==> config.mk <==
export PLATFORM = sky130hd
export DESIGN_NAME = pps_sequencer
export DESIGN_NICKNAME = d
export VERILOG_FILES = /design/src/hdl/pps_pkg.sv /design/src/hdl/pps_data_ram.sv /design/src/hdl/pps_return_stack.sv /design/src/hdl/pps_sequencer.sv
export VERILOG_INCLUDE_DIRS = /design/src /design/src/hdl
export SDC_FILE = /design/constraint.sdc
export NUM_CORES = 1
export LEC_CHECK = 0
export BUFFER_PORTS_ARGS = -buffer_cell sky130_fd_sc_hd__buf_4
export CAP_MARGIN = 15
export CORE_ASPECT_RATIO = 1.4
export CORE_MARGIN = 2
export CORE_UTILIZATION = 35
export CTS_CLUSTER_DIAMETER = 100
export DETAILED_ROUTE_END_ITERATION = 16
export PLACE_DENSITY_LB_ADDON = 0.08
export SYNTH_ARGS = -nofsm -noshare
export SYNTH_HDL_FRONTEND = slang
export SYNTH_HIERARCHICAL = 1
export SYNTH_SLANG_ARGS = --single-unit
==> constraint.sdc <==
create_clock -name clock -period 10.27 [get_ports clock]
set_clock_uncertainty 0.1 [all_clocks]
set_input_delay 1.5405 -clock clock [delete_from_list [all_inputs] [get_ports clock]]
set_output_delay 1.5405 -clock clock [all_outputs]
set_load 0.03 [all_outputs]
==> src/hdl/pps_defines.svh <==
/*
 Constants of the paged program sequencer: widths, sizes, reset values,
 counter limits and register offsets on the plain register port.
 Assumes inclusion by bare name from the design files.
*/
`ifndef PPS_DEFINES_SVH
`define PPS_DEFINES_SVH

`define PPS_PAGE_W 4
`define PPS_CNT_W 6
`define PPS_FETCH_W 10
`define PPS_NIB_W 4
`define PPS_H_W 3
`define PPS_PTR_W 7
`define PPS_RAM_AW 5
`define PPS_ROM_BYTES 1024
`define PPS_PAGES 16
`define PPS_PAGE_BYTES 64
`define PPS_RAM_NIBBLES 32
`define PPS_FILE_NIBBLES 16
`define PPS_STACK_DEPTH 3

`define PPS_PAGE_RST 4'hf
`define PPS_SKIP_RST 1'b1
`define PPS_CMP_RST 1'b1
`define PPS_CNT_LAST 6'h3f
`define PPS_CNT_FIRST 6'h00
`define PPS_H_FILE_BIT 2
`define PPS_H_FILE0 3'h0
`define PPS_NIB_LAST 4'hf
`define PPS_NIB_ZERO 4'h0
`define PPS_DEPTH_FULL 2'h3
`define PPS_DEPTH_EMPTY 2'h0

`define PPS_OFS_STATUS 8'h00
`define PPS_OFS_FETCH 8'h04
`define PPS_OFS_ACCUM 8'h08
`define PPS_OFS_POINTER 8'h0c
`define PPS_OFS_INPUT 8'h10
`define PPS_OFS_RAMDATA 8'h14

`endif

==> src/hdl/pps_pkg.sv <==
/*
 Types of the paged program sequencer: the decoded instruction set.
 Assumes the instruction decoder outside hands over one of these per cycle.
*/
package pps_pkg;

    typedef enum logic [4:0] {
        OP_NOP,
        OP_PAGE,
        OP_JUMP,
        OP_CALL,
        OP_RET,
        OP_MOV_H,
        OP_NOT_H,
        OP_MOV_L,
        OP_MOV_A_IMM,
        OP_MOV_A_MEM,
        OP_ADD_SKIP_IMM,
        OP_ADD_SKIP_MEM,
        OP_INC_SKIP_MEM,
        OP_INC_SKIP_A,
        OP_INC_SKIP_L,
        OP_SUB_SKIP_MEM,
        OP_DEC_SKIP_MEM,
        OP_DEC_SKIP_A,
        OP_DEC_SKIP_L,
        OP_CMP_UNEQ_MEM_A,
        OP_CMP_NZ_MEM,
        OP_CMP_UNEQ_L_IMM,
        OP_CMP_UNEQ_L_A,
        OP_CMP_GT_A_MEM,
        OP_CMP_NZ_INPUT,
        OP_BIT_TEST,
        OP_STORE_INC,
        OP_STORE_DEC
    } pps_op_t;

endpackage

==> src/hdl/pps_data_ram.sv <==
/*
 Data RAM of two files of sixteen nibbles, one write port, one read port.
 Assumes the address is already formed from file bit and nibble index.
*/
`timescale 1ns/1ps
`include "pps_defines.svh"

module pps_data_ram (
    // Clock
    input wire logic clock,
    input wire logic clk_en,
    // Access
    input wire logic write_en,
    input wire logic [`PPS_RAM_AW-1:0] addr,
    input wire logic [`PPS_NIB_W-1:0] write_data,
    output logic [`PPS_NIB_W-1:0] read_data
);
    logic [`PPS_NIB_W-1:0] mem_q [`PPS_RAM_NIBBLES];

    always_ff @(posedge clock) begin
        if (clk_en && write_en) begin
            mem_q[addr] <= write_data;
        end
    end

    assign read_data = mem_q[addr];

endmodule // pps_data_ram

==> src/hdl/pps_return_stack.sv <==
/*
 Three-entry return stack as a shift register, entry 0 on top.
 Assumes push and pop are never requested in the same cycle.
*/
`timescale 1ns/1ps
`include "pps_defines.svh"

module pps_return_stack (
    // Clock and reset
    input wire logic clock,
    input wire logic rst_n,
    input wire logic clk_en,
    // Stack requests
    input wire logic push,
    input wire logic pop,
    input wire logic [`PPS_FETCH_W-1:0] push_data,
    // Stack state
    output logic [`PPS_FETCH_W-1:0] top,
    output logic [1:0] depth
);
    logic [`PPS_FETCH_W-1:0] entry_q [`PPS_STACK_DEPTH];
    logic [1:0] depth_q;

    // Oldest entry drops out of the bottom when full
    always_ff @(posedge clock) begin
        if (clk_en) begin
            if (push) begin
                entry_q[0] <= push_data;
                for (int i = 1; i < `PPS_STACK_DEPTH; i++) begin
                    entry_q[i] <= entry_q[i-1];
                end
            end else if (pop) begin
                for (int i = 0; i < `PPS_STACK_DEPTH - 1; i++) begin
                    entry_q[i] <= entry_q[i+1];
                end
            end
        end
    end

    always_ff @(posedge clock) begin
        if (!rst_n) begin
            depth_q <= `PPS_DEPTH_EMPTY;
        end else if (clk_en) begin
            if (push && depth_q != `PPS_DEPTH_FULL) begin
                depth_q <= depth_q + 2'h1;
            end else if (pop && depth_q != `PPS_DEPTH_EMPTY) begin
                depth_q <= depth_q - 2'h1;
            end
        end
    end

    assign top = entry_q[0];
    assign depth = depth_q;

endmodule // pps_return_stack

==> src/hdl/pps_sequencer.sv <==
/*
 Paged program sequencer: page and in-page addressing, conditional jumps
 and calls, return stack, skip flag, compare latch, accumulator and data
 RAM addressing, with a plain register port for observation and control.
 Assumes one decoded instruction per instr_valid cycle, signals synchronous
 to clock, and a master that never raises both strobes at once.
*/
// Local design decisions: the placing of the registers and the strobed register port.
`timescale 1ns/1ps
`include "pps_defines.svh"

module pps_sequencer (
    // Clock and reset
    input wire logic clock,
    input wire logic rst_n,
    input wire logic clk_en,
    // Decoded instruction
    input wire logic instr_valid,
    input wire pps_pkg::pps_op_t instr_op,
    input wire logic [`PPS_CNT_W-1:0] instr_operand,
    // Register port
    input wire logic [7:0] bus_addr,
    input wire logic [31:0] bus_wdata,
    input wire logic bus_write,
    input wire logic bus_read,
    output logic [31:0] bus_rdata,
    // Sequencer state
    output logic [`PPS_FETCH_W-1:0] fetch_addr,
    output logic skip_flag,
    output logic compare_latch
);
    import pps_pkg::*;

    logic [`PPS_PAGE_W-1:0] page_select_reg_q;
    logic [`PPS_PAGE_W-1:0] page_staging_buf_q;
    logic [`PPS_CNT_W-1:0] in_page_counter_q;
    logic skip_flag_q;
    logic compare_latch_q;
    logic [`PPS_NIB_W-1:0] accum_q;
    logic [`PPS_H_W-1:0] file_sel_q;
    logic [`PPS_NIB_W-1:0] nibble_idx_q;
    logic [`PPS_NIB_W-1:0] input_nibble_q;
    logic clear_pending_q;
    logic [31:0] bus_rdata_q;

    logic step;
    logic branch_taken;
    logic call_push;
    logic ret_pop;
    logic [`PPS_FETCH_W-1:0] stack_top;
    logic [1:0] stack_depth;
    logic [`PPS_NIB_W-1:0] ram_rdata;
    logic [`PPS_RAM_AW-1:0] ram_addr;
    logic [`PPS_CNT_W-1:0] counter_inc;

    logic acc_we;
    logic [`PPS_NIB_W-1:0] acc_d;
    logic idx_we;
    logic [`PPS_NIB_W-1:0] idx_d;
    logic file_we;
    logic [`PPS_H_W-1:0] file_d;
    logic ram_we;
    logic skip_d;
    logic [4:0] alu_wide;

    assign step = clk_en && instr_valid;
    assign counter_inc = in_page_counter_q + 6'h01;
    assign branch_taken = step && skip_flag_q && (instr_op == OP_JUMP || instr_op == OP_CALL);
    assign call_push = branch_taken && instr_op == OP_CALL && !clear_pending_q;
    assign ret_pop = step && instr_op == OP_RET && !clear_pending_q;
    assign ram_addr = {file_sel_q[`PPS_H_FILE_BIT], nibble_idx_q};

    // Fetch address over 16 pages of 64 bytes
    assign fetch_addr = {page_select_reg_q, in_page_counter_q};
    assign skip_flag = skip_flag_q;
    assign compare_latch = compare_latch_q;
    assign bus_rdata = bus_rdata_q;

    pps_return_stack u_return_stack (
        .clock(clock),
        .rst_n(rst_n),
        .clk_en(clk_en),
        .push(call_push),
        .pop(ret_pop),
        .push_data({page_select_reg_q, counter_inc}),
        .top(stack_top),
        .depth(stack_depth)
    );

    pps_data_ram u_data_ram (
        .clock(clock),
        .clk_en(clk_en),
        .write_en(ram_we),
        .addr(ram_addr),
        .write_data(accum_q),
        .read_data(ram_rdata)
    );

    // Page select register
    always_ff @(posedge clock) begin
        if (!rst_n) begin
            page_select_reg_q <= `PPS_PAGE_RST;
        end else if (step && !clear_pending_q) begin
            if (branch_taken) begin
                page_select_reg_q <= page_staging_buf_q;
            end else if (ret_pop) begin
                page_select_reg_q <= stack_top[`PPS_FETCH_W-1:`PPS_CNT_W];
            end
        end
    end

    // In-page counter keeps its value through reset
    always_ff @(posedge clock) begin
        if (rst_n && step) begin
            if (clear_pending_q) begin
                in_page_counter_q <= `PPS_CNT_FIRST;
            end else if (branch_taken) begin
                in_page_counter_q <= instr_operand;
            end else if (ret_pop) begin
                in_page_counter_q <= stack_top[`PPS_CNT_W-1:0];
            end else begin
                in_page_counter_q <= counter_inc;
            end
        end
    end

    always_ff @(posedge clock) begin
        if (!rst_n) begin
            clear_pending_q <= 1'b1;
        end else if (step) begin
            clear_pending_q <= 1'b0;
        end
    end

    // Staging buffer
    always_ff @(posedge clock) begin
        if (!rst_n) begin
            page_staging_buf_q <= `PPS_PAGE_RST;
        end else if (step && instr_op == OP_PAGE) begin
            page_staging_buf_q <= instr_operand[`PPS_PAGE_W-1:0];
        end
    end

    // Datapath and skip flag decision
    always_comb begin
        acc_we = 1'b0;
        acc_d = accum_q;
        idx_we = 1'b0;
        idx_d = nibble_idx_q;
        file_we = 1'b0;
        file_d = file_sel_q;
        ram_we = 1'b0;
        skip_d = 1'b1;
        alu_wide = 5'h00;
        case (instr_op)
            OP_JUMP, OP_CALL: begin
                skip_d = 1'b1;
            end
            OP_MOV_H: begin
                file_we = 1'b1;
                file_d = {instr_operand[`PPS_H_FILE_BIT], 2'b00};
            end
            OP_NOT_H: begin
                file_we = 1'b1;
                file_d = {~file_sel_q[`PPS_H_FILE_BIT], file_sel_q[1:0]};
            end
            OP_MOV_L: begin
                idx_we = 1'b1;
                idx_d = instr_operand[`PPS_NIB_W-1:0];
            end
            OP_MOV_A_IMM: begin
                acc_we = 1'b1;
                acc_d = instr_operand[`PPS_NIB_W-1:0];
            end
            OP_MOV_A_MEM: begin
                acc_we = 1'b1;
                acc_d = ram_rdata;
            end
            OP_ADD_SKIP_IMM: begin
                alu_wide = {1'b0, accum_q} + {1'b0, instr_operand[`PPS_NIB_W-1:0]};
                acc_we = 1'b1;
                acc_d = alu_wide[3:0];
                skip_d = alu_wide[4];
            end
            OP_ADD_SKIP_MEM: begin
                alu_wide = {1'b0, accum_q} + {1'b0, ram_rdata};
                acc_we = 1'b1;
                acc_d = alu_wide[3:0];
                skip_d = alu_wide[4];
            end
            OP_INC_SKIP_MEM: begin
                alu_wide = {1'b0, ram_rdata} + 5'h01;
                acc_we = 1'b1;
                acc_d = alu_wide[3:0];
                skip_d = alu_wide[4];
            end
            OP_INC_SKIP_A: begin
                alu_wide = {1'b0, accum_q} + 5'h01;
                acc_we = 1'b1;
                acc_d = alu_wide[3:0];
                skip_d = alu_wide[4];
            end
            OP_INC_SKIP_L: begin
                alu_wide = {1'b0, nibble_idx_q} + 5'h01;
                idx_we = 1'b1;
                idx_d = alu_wide[3:0];
                skip_d = alu_wide[4];
            end
            OP_SUB_SKIP_MEM: begin
                alu_wide = {1'b0, ram_rdata} - {1'b0, accum_q};
                acc_we = 1'b1;
                acc_d = alu_wide[3:0];
                skip_d = ~alu_wide[4];
            end
            OP_DEC_SKIP_MEM: begin
                alu_wide = {1'b0, ram_rdata} - 5'h01;
                acc_we = 1'b1;
                acc_d = alu_wide[3:0];
                skip_d = ~alu_wide[4];
            end
            OP_DEC_SKIP_A: begin
                alu_wide = {1'b0, accum_q} - 5'h01;
                acc_we = 1'b1;
                acc_d = alu_wide[3:0];
                skip_d = ~alu_wide[4];
            end
            OP_DEC_SKIP_L: begin
                alu_wide = {1'b0, nibble_idx_q} - 5'h01;
                idx_we = 1'b1;
                idx_d = alu_wide[3:0];
                skip_d = ~alu_wide[4];
            end
            OP_CMP_UNEQ_MEM_A: skip_d = (ram_rdata != accum_q);
            OP_CMP_NZ_MEM: skip_d = (ram_rdata != `PPS_NIB_ZERO);
            OP_CMP_UNEQ_L_IMM: skip_d = (nibble_idx_q != instr_operand[`PPS_NIB_W-1:0]);
            OP_CMP_UNEQ_L_A: skip_d = (nibble_idx_q != accum_q);
            OP_CMP_GT_A_MEM: skip_d = !(accum_q > ram_rdata);
            OP_CMP_NZ_INPUT: skip_d = (input_nibble_q != `PPS_NIB_ZERO);
            OP_BIT_TEST: skip_d = ram_rdata[instr_operand[1:0]];
            OP_STORE_INC: begin
                ram_we = 1'b1;
                idx_we = 1'b1;
                idx_d = nibble_idx_q + 4'h1;
                skip_d = (nibble_idx_q == `PPS_NIB_LAST);
            end
            OP_STORE_DEC: begin
                ram_we = 1'b1;
                idx_we = 1'b1;
                idx_d = nibble_idx_q - 4'h1;
                skip_d = (nibble_idx_q != `PPS_NIB_ZERO);
            end
            default: begin
                skip_d = 1'b1;
            end
        endcase
        ram_we = ram_we && step;
    end

    // Skip flag
    always_ff @(posedge clock) begin
        if (!rst_n) begin
            skip_flag_q <= `PPS_SKIP_RST;
        end else if (step) begin
            skip_flag_q <= skip_d;
        end
    end

    // Compare latch true when index differs from accumulator
    always_ff @(posedge clock) begin
        if (!rst_n) begin
            compare_latch_q <= `PPS_CMP_RST;
        end else if (step && instr_op == OP_CMP_UNEQ_L_A) begin
            compare_latch_q <= (nibble_idx_q != accum_q);
        end
    end

    // Accumulator; an instruction beats a register write
    always_ff @(posedge clock) begin
        if (!rst_n) begin
            accum_q <= `PPS_NIB_ZERO;
        end else if (step && acc_we) begin
            accum_q <= acc_d;
        end else if (clk_en && bus_write && bus_addr == `PPS_OFS_ACCUM) begin
            accum_q <= bus_wdata[`PPS_NIB_W-1:0];
        end
    end

    // RAM pointer stays unknown through reset
    always_ff @(posedge clock) begin
        if (step && (file_we || idx_we)) begin
            if (file_we) begin
                file_sel_q <= file_d;
            end
            if (idx_we) begin
                nibble_idx_q <= idx_d;
            end
        end else if (clk_en && bus_write && bus_addr == `PPS_OFS_POINTER) begin
            file_sel_q <= bus_wdata[`PPS_PTR_W-1:`PPS_NIB_W];
            nibble_idx_q <= bus_wdata[`PPS_NIB_W-1:0];
        end
    end

    // Nibble sensed by the input compare
    always_ff @(posedge clock) begin
        if (!rst_n) begin
            input_nibble_q <= `PPS_NIB_ZERO;
        end else if (clk_en && bus_write && bus_addr == `PPS_OFS_INPUT) begin
            input_nibble_q <= bus_wdata[`PPS_NIB_W-1:0];
        end
    end

    // Read data one cycle after the strobe, else zero
    always_ff @(posedge clock) begin
        if (!rst_n) begin
            bus_rdata_q <= 32'h0000_0000;
        end else if (clk_en) begin
            bus_rdata_q <= 32'h0000_0000;
            if (bus_read) begin
                case (bus_addr)
                    `PPS_OFS_STATUS: bus_rdata_q <= {26'h0, stack_depth, 2'b00, compare_latch_q, skip_flag_q};
                    `PPS_OFS_FETCH: bus_rdata_q <= {18'h0, page_staging_buf_q, fetch_addr};
                    `PPS_OFS_ACCUM: bus_rdata_q <= {28'h0, accum_q};
                    `PPS_OFS_POINTER: bus_rdata_q <= {25'h0, file_sel_q, nibble_idx_q};
                    `PPS_OFS_INPUT: bus_rdata_q <= {28'h0, input_nibble_q};
                    `PPS_OFS_RAMDATA: bus_rdata_q <= {28'h0, ram_rdata};
                    default: bus_rdata_q <= 32'h0000_0000;
                endcase
            end
        end
    end

    // Checks
    property p_wrap;
        @(posedge clock) disable iff (!rst_n)
        (step && !clear_pending_q && !branch_taken && instr_op != OP_RET && in_page_counter_q == `PPS_CNT_LAST)
        |=> (in_page_counter_q == `PPS_CNT_FIRST) && $stable(page_select_reg_q);
    endproperty
    a_wrap: assert property (p_wrap) else $error("counter did not wrap in page");

    property p_taken;
        @(posedge clock) disable iff (!rst_n)
        (branch_taken && !clear_pending_q)
        |=> fetch_addr == {$past(page_staging_buf_q), $past(instr_operand)};
    endproperty
    a_taken: assert property (p_taken) else $error("taken branch address wrong");

    property p_not_taken;
        @(posedge clock) disable iff (!rst_n)
        (step && !skip_flag_q && !clear_pending_q && (instr_op == OP_JUMP || instr_op == OP_CALL))
        |=> skip_flag_q && $stable(page_select_reg_q) && in_page_counter_q == $past(counter_inc);
    endproperty
    a_not_taken: assert property (p_not_taken) else $error("skipped branch misbehaved");

    property p_staging;
        @(posedge clock) disable iff (!rst_n)
        !(step && instr_op == OP_PAGE) |=> $stable(page_staging_buf_q);
    endproperty
    a_staging: assert property (p_staging) else $error("staging buffer changed");

    property p_reset_vals;
        @(posedge clock) disable iff (!rst_n)
        $rose(rst_n) |-> page_select_reg_q == `PPS_PAGE_RST && page_staging_buf_q == `PPS_PAGE_RST
            && skip_flag_q && compare_latch_q && clear_pending_q;
    endproperty
    a_reset_vals: assert property (p_reset_vals) else $error("reset values wrong");

    property p_reset_defer;
        @(posedge clock) disable iff (!rst_n)
        (step && clear_pending_q) |=> in_page_counter_q == `PPS_CNT_FIRST && page_select_reg_q == `PPS_PAGE_RST;
    endproperty
    a_reset_defer: assert property (p_reset_defer) else $error("deferred clear missed");

    property p_call_push;
        @(posedge clock) disable iff (!rst_n)
        call_push |=> stack_top == $past({page_select_reg_q, counter_inc})
            && stack_depth == ($past(stack_depth) == `PPS_DEPTH_FULL ? `PPS_DEPTH_FULL : $past(stack_depth) + 2'h1);
    endproperty
    a_call_push: assert property (p_call_push) else $error("call push wrong");

    property p_return;
        @(posedge clock) disable iff (!rst_n)
        ret_pop |=> fetch_addr == $past(stack_top);
    endproperty
    a_return: assert property (p_return) else $error("return address wrong");

    property p_latch;
        @(posedge clock) disable iff (!rst_n)
        !(step && instr_op == OP_CMP_UNEQ_L_A) |=> $stable(compare_latch_q);
    endproperty
    a_latch: assert property (p_latch) else $error("compare latch changed");

    property p_file;
        @(posedge clock) disable iff (!rst_n)
        (step && instr_op == OP_MOV_H) |=> file_sel_q[1:0] == 2'b00 && file_sel_q[2] == $past(instr_operand[2]);
    endproperty
    a_file: assert property (p_file) else $error("file select load wrong");

    property p_store_inc;
        @(posedge clock) disable iff (!rst_n)
        (step && instr_op == OP_STORE_INC)
        |=> skip_flag_q == ($past(nibble_idx_q) == `PPS_NIB_LAST) && nibble_idx_q == $past(nibble_idx_q) + 4'h1;
    endproperty
    a_store_inc: assert property (p_store_inc) else $error("store increment flag wrong");

    c_taken: cover property (@(posedge clock) disable iff (!rst_n) branch_taken);
    c_skipped: cover property (@(posedge clock) disable iff (!rst_n) step && !skip_flag_q && instr_op == OP_JUMP);
    c_overflow: cover property (@(posedge clock) disable iff (!rst_n) call_push && stack_depth == `PPS_DEPTH_FULL);
    c_defer: cover property (@(posedge clock) disable iff (!rst_n) step && clear_pending_q);

endmodule // pps_sequencer

==> impl_metrics.env <==
export IMPL_dr_wl_met3_microns=1185
export IMPL_synth_ff_type="edfxtp_1"
export IMPL_synth_cell_types=80
export IMPL_async_flop_share_pct=0
export IMPL_synth_common_cells="171 x edfxtp_1, 87 x mux2i_1, 78 x nor2_1"
export IMPL_grtUsageTotal_pct=17.90
export IMPL_cts_tree="built"
export IMPL_layout_nets=1006
export IMPL_cts_repair_resized=0
export IMPL_num_vias=7246
export IMPL_fin_area_sq_um=12070
export IMPL_timing_rr_start="nibble_idx_q[1]"
export IMPL_start_kind="flop"
export IMPL_drc=0
export IMPL_grt_max_degree=45
export IMPL_arrival_ns=5.61
export IMPL_crit_type="reg2reg"
export IMPL_grt_ovfl_total=0
export IMPL_period_needed_ns=5.337
export IMPL_path_clk_slew_ns=0.07
export IMPL_end_kind="flop"
export IMPL_antenna_found_initial=0
export IMPL_grt_pass1_vias=7517
export IMPL_yosysSeqAreaShare_pct=53.81
export IMPL_finalSetupViolCount=0
export IMPL_p_comb_share_pct=6.7
export IMPL_netlist_area_sq_um=10850
export IMPL_drt_initial_drc_count=469
export IMPL_finalCritPeriodShare_pct=51.97
export IMPL_wire_per_inst_microns=22.01
export IMPL_clk_latency_ns=0.53
export IMPL_netSwitchingPower_mw=0.4158
export IMPL_die_x_microns=152.8
export IMPL_synth_most_common_cell="edfxtp_1"
export IMPL_drive_gt1_share_pct=16.38
export IMPL_post_cts_setup_buffers=0
export IMPL_swShare_pct=23.42
export IMPL_highest_layer="met4"
export IMPL_r2r_slack_ns=4.93
export IMPL_tightestPinTransition_ns=0.9496
export IMPL_antenna_cells=0
export IMPL_slew_headroom_pct=36.70
export IMPL_floorplan_initialDensity_pct=35.42
export IMPL_drt_first_pass_iters=5
export IMPL_holdBufCountCts=0
export IMPL_clock_sinks=206
export IMPL_netlist_instances=897
export IMPL_min_to="u_return_stack/entry_q[1][9]"
export IMPL_powerDensity_nw_per_um2=147.1
export IMPL_multi_input_area_sq_um=4481
export IMPL_synth_seq_cells=206
export IMPL_stdcell_count=1330
export IMPL_io_buffers=57
export IMPL_grt_pass1_wl_microns=44870
export IMPL_ys_warn_count=6
export IMPL_hpwlAfterDp_microns=20200
export IMPL_fillers=2970
export IMPL_power_leakage_nw=4.279
export IMPL_synth_top_area_share_pct=47.35
export IMPL_worstReg2RegEnd="accum_q[2]"
export IMPL_cts_buffers_inserted=22
export IMPL_yosys_top_cells_area="edfxtp_1 47%, mux2i_1 8.0%, dfxtp_1 6.5%"
export IMPL_postPlaceCellArea_sq_um=11390
export IMPL_timing_fmax_mhz=187.4
export IMPL_finalWirelength_microns=29280
export IMPL_core_area_sq_um=30620
export IMPL_viasPerCell=5.448
export IMPL_die_height_microns=212.3
export IMPL_synth_edff_count=171
export IMPL_hold_viol_final=0
export IMPL_whs_ns=0.3696
export IMPL_ir_drop_v=0.0001312
export IMPL_io_pins=101
export IMPL_min_path_cells=0
export IMPL_clk_path_buf_depth=3
export IMPL_status="finished clean"
export IMPL_p_seq_share_pct=51.1
export IMPL_tns_ns=0
export IMPL_r2r_cells=16
export IMPL_intPower_mw=1.360
export IMPL_cts_root_buffer="clkbuf_16"
export IMPL_wl_met2_microns=15600
export IMPL_cp_data_required_time_ns=10.55
export IMPL_min_delay_start="u_return_stack/entry_q[0][19]"
export IMPL_hold_class="reg2reg"
export IMPL_final_max_slew_viol_count=0
export IMPL_layout_area_overhead_vs_synth_pct=11.29
export IMPL_num_rows=76
export IMPL_regArea_sq_um=5837
export IMPL_syn_avg_cell_area_sq_um=12.09
export IMPL_post_synth_top_area_cell="edfxtp_1"
export IMPL_die_area_sq_um=32430
export IMPL_dp_cells=1290
export IMPL_ant_nets=0
export IMPL_cap_violations=0
export IMPL_rsz0062_at_grt="no"
export IMPL_wl_met1_microns=11790
export IMPL_p_clk_share_pct=42.2
export IMPL_gp_congestion=0.8649
export IMPL_path_max_fanout=42
export IMPL_h_tree_depth=1
## cells by family (layout without fill, tap and decap cells)
| kind of cell | Yosys count | count (layout) | synth area share, % |
|---|---|---|---|
| AOI/OAI and AO/OA | 162 | 162 | 10.05 |
| xor gates and xnor gates | 21 | 21 | 1.696 |
| adders and majority gates | 25 | 25 | 3.092 |
| buffers and inverters | 103 | 129 | 5.468 |
| DFF | 206 | 206 | 53.81 |
| muxes | 119 | 119 | 12.43 |
| other | 1 | 18 | 0.03458 |
| and+or+nand+nor | 260 | 260 | 13.43 |
## final cells by class
cell class                 count  share of cell area (%)
sequential                   206                   48.36
multi-input combinational    605                   37.12
clock buffer                  29                   4.976
timing repair buffer          68                   4.229
tap                          390                   4.043
inverter                      21                  0.6531
clock inverter                11                  0.6220
## layout by cell type, fill, tap and decap left out, types with 12 or more instances in the layout
cell | netlist | final
edfxtp_1 | 171 | 171
nor2_1 | 78 | 78
dfxtp_1 | 35 | 34
conb_1 | 1 | 18
nor3_1 | 18 | 18
clkbuf_16 | 0 | 23
buf_4 | 31 | 68
nand3_1 | 17 | 17
a21oi_1 | 32 | 32
o22ai_1 | 34 | 34
inv_1 | 20 | 20
ha_1 | 22 | 22
mux2_4 | 22 | 22
nand2_1 | 50 | 50
a22oi_1 | 12 | 12
nor4_1 | 18 | 18
xnor2_1 | 13 | 13
mux2i_1 | 87 | 87
o21ai_0 | 24 | 24
## power by group through the flow
stage | Sequential [mW] | Combinational, mW | Clock (mW)
after CTS | 0.907 | 0.120 | 0.777
after floorplan | 0.928 | 0.0782 | 0
final | 0.907 | 0.119 | 0.749
after detailed placement | 0.925 | 0.120 | 0
after global routing | 0.906 | 0.130 | 0.804
after global placement | 0.925 | 0.120 | 0
## worst max-delay path, stage by stage, from the launching register on
cell and delay (ns):
edfxtp_1 0.41, buf_4 0.47, buf_4 0.70, mux2i_1 0.30, o22ai_1 0.11, nor4_1 0.58
nand2_1 0.51, inv_1 0.28, ha_1 0.21, inv_1 0.06, fa_1 0.38, nand2_1 0.07
o21ai_0 0.10, xnor2_1 0.16, o31ai_1 0.22, nor4b_1 0.10, a2111oi_0 0.40
## per-layer routing
layer	track usage, %	vias to the layer above
met5	0	-
met1	20.62	3564
met4	5.396	0
met2	34.24	211
met3	2.507	45
li1	-	3426
## through the flow
| stage | setup WS (ns) | power, mW | util (%) |
|---|---|---|---|
| 2_1_floorplan | 6.413 | 1.007 | - |
| 3_3_place_gp | 4.989 | 1.044 | 37.21 |
| 3_5_place_dp | 4.966 | 1.044 | 37.21 |
| 4_1_cts | 4.917 | 1.804 | 39.42 |
| 5_1_grt | 4.678 | 1.840 | 39.42 |
| 6_report | 4.933 | 1.776 | 39.42 |
## state kept, by name (all words and copies together), names as in the netlist, 2 cells and up
| register | count |
|---|---|
| nibble_idx_q | 4 |
| bus_rdata | 14 |
| input_nibble_q | 4 |
| u_return_stack/entry_q | 30 |
| u_return_stack/depth | 2 |
| accum_q | 4 |
| in_page_counter_q | 6 |
| u_data_ram/mem_q | 128 |
| page_staging_buf_q | 4 |
| page_select_reg_q | 4 |
| file_sel_q | 3 |
## worst max path at each step
stage | start | end | slack [ns]
4_1_cts | nibble_idx_q[1] | accum_q[2] | 4.92
3_5_place_dp | nibble_idx_q[1] | accum_q[2] | 4.97
2_1_floorplan | instr_op[3] | u_return_stack/entry_q[0][0] | 6.41
5_1_grt | nibble_idx_q[1] | accum_q[2] | 4.68
3_3_place_gp | nibble_idx_q[1] | accum_q[2] | 4.99
6_report | nibble_idx_q[1] | accum_q[2] | 4.93
Power figures use the tool's default switching activity.
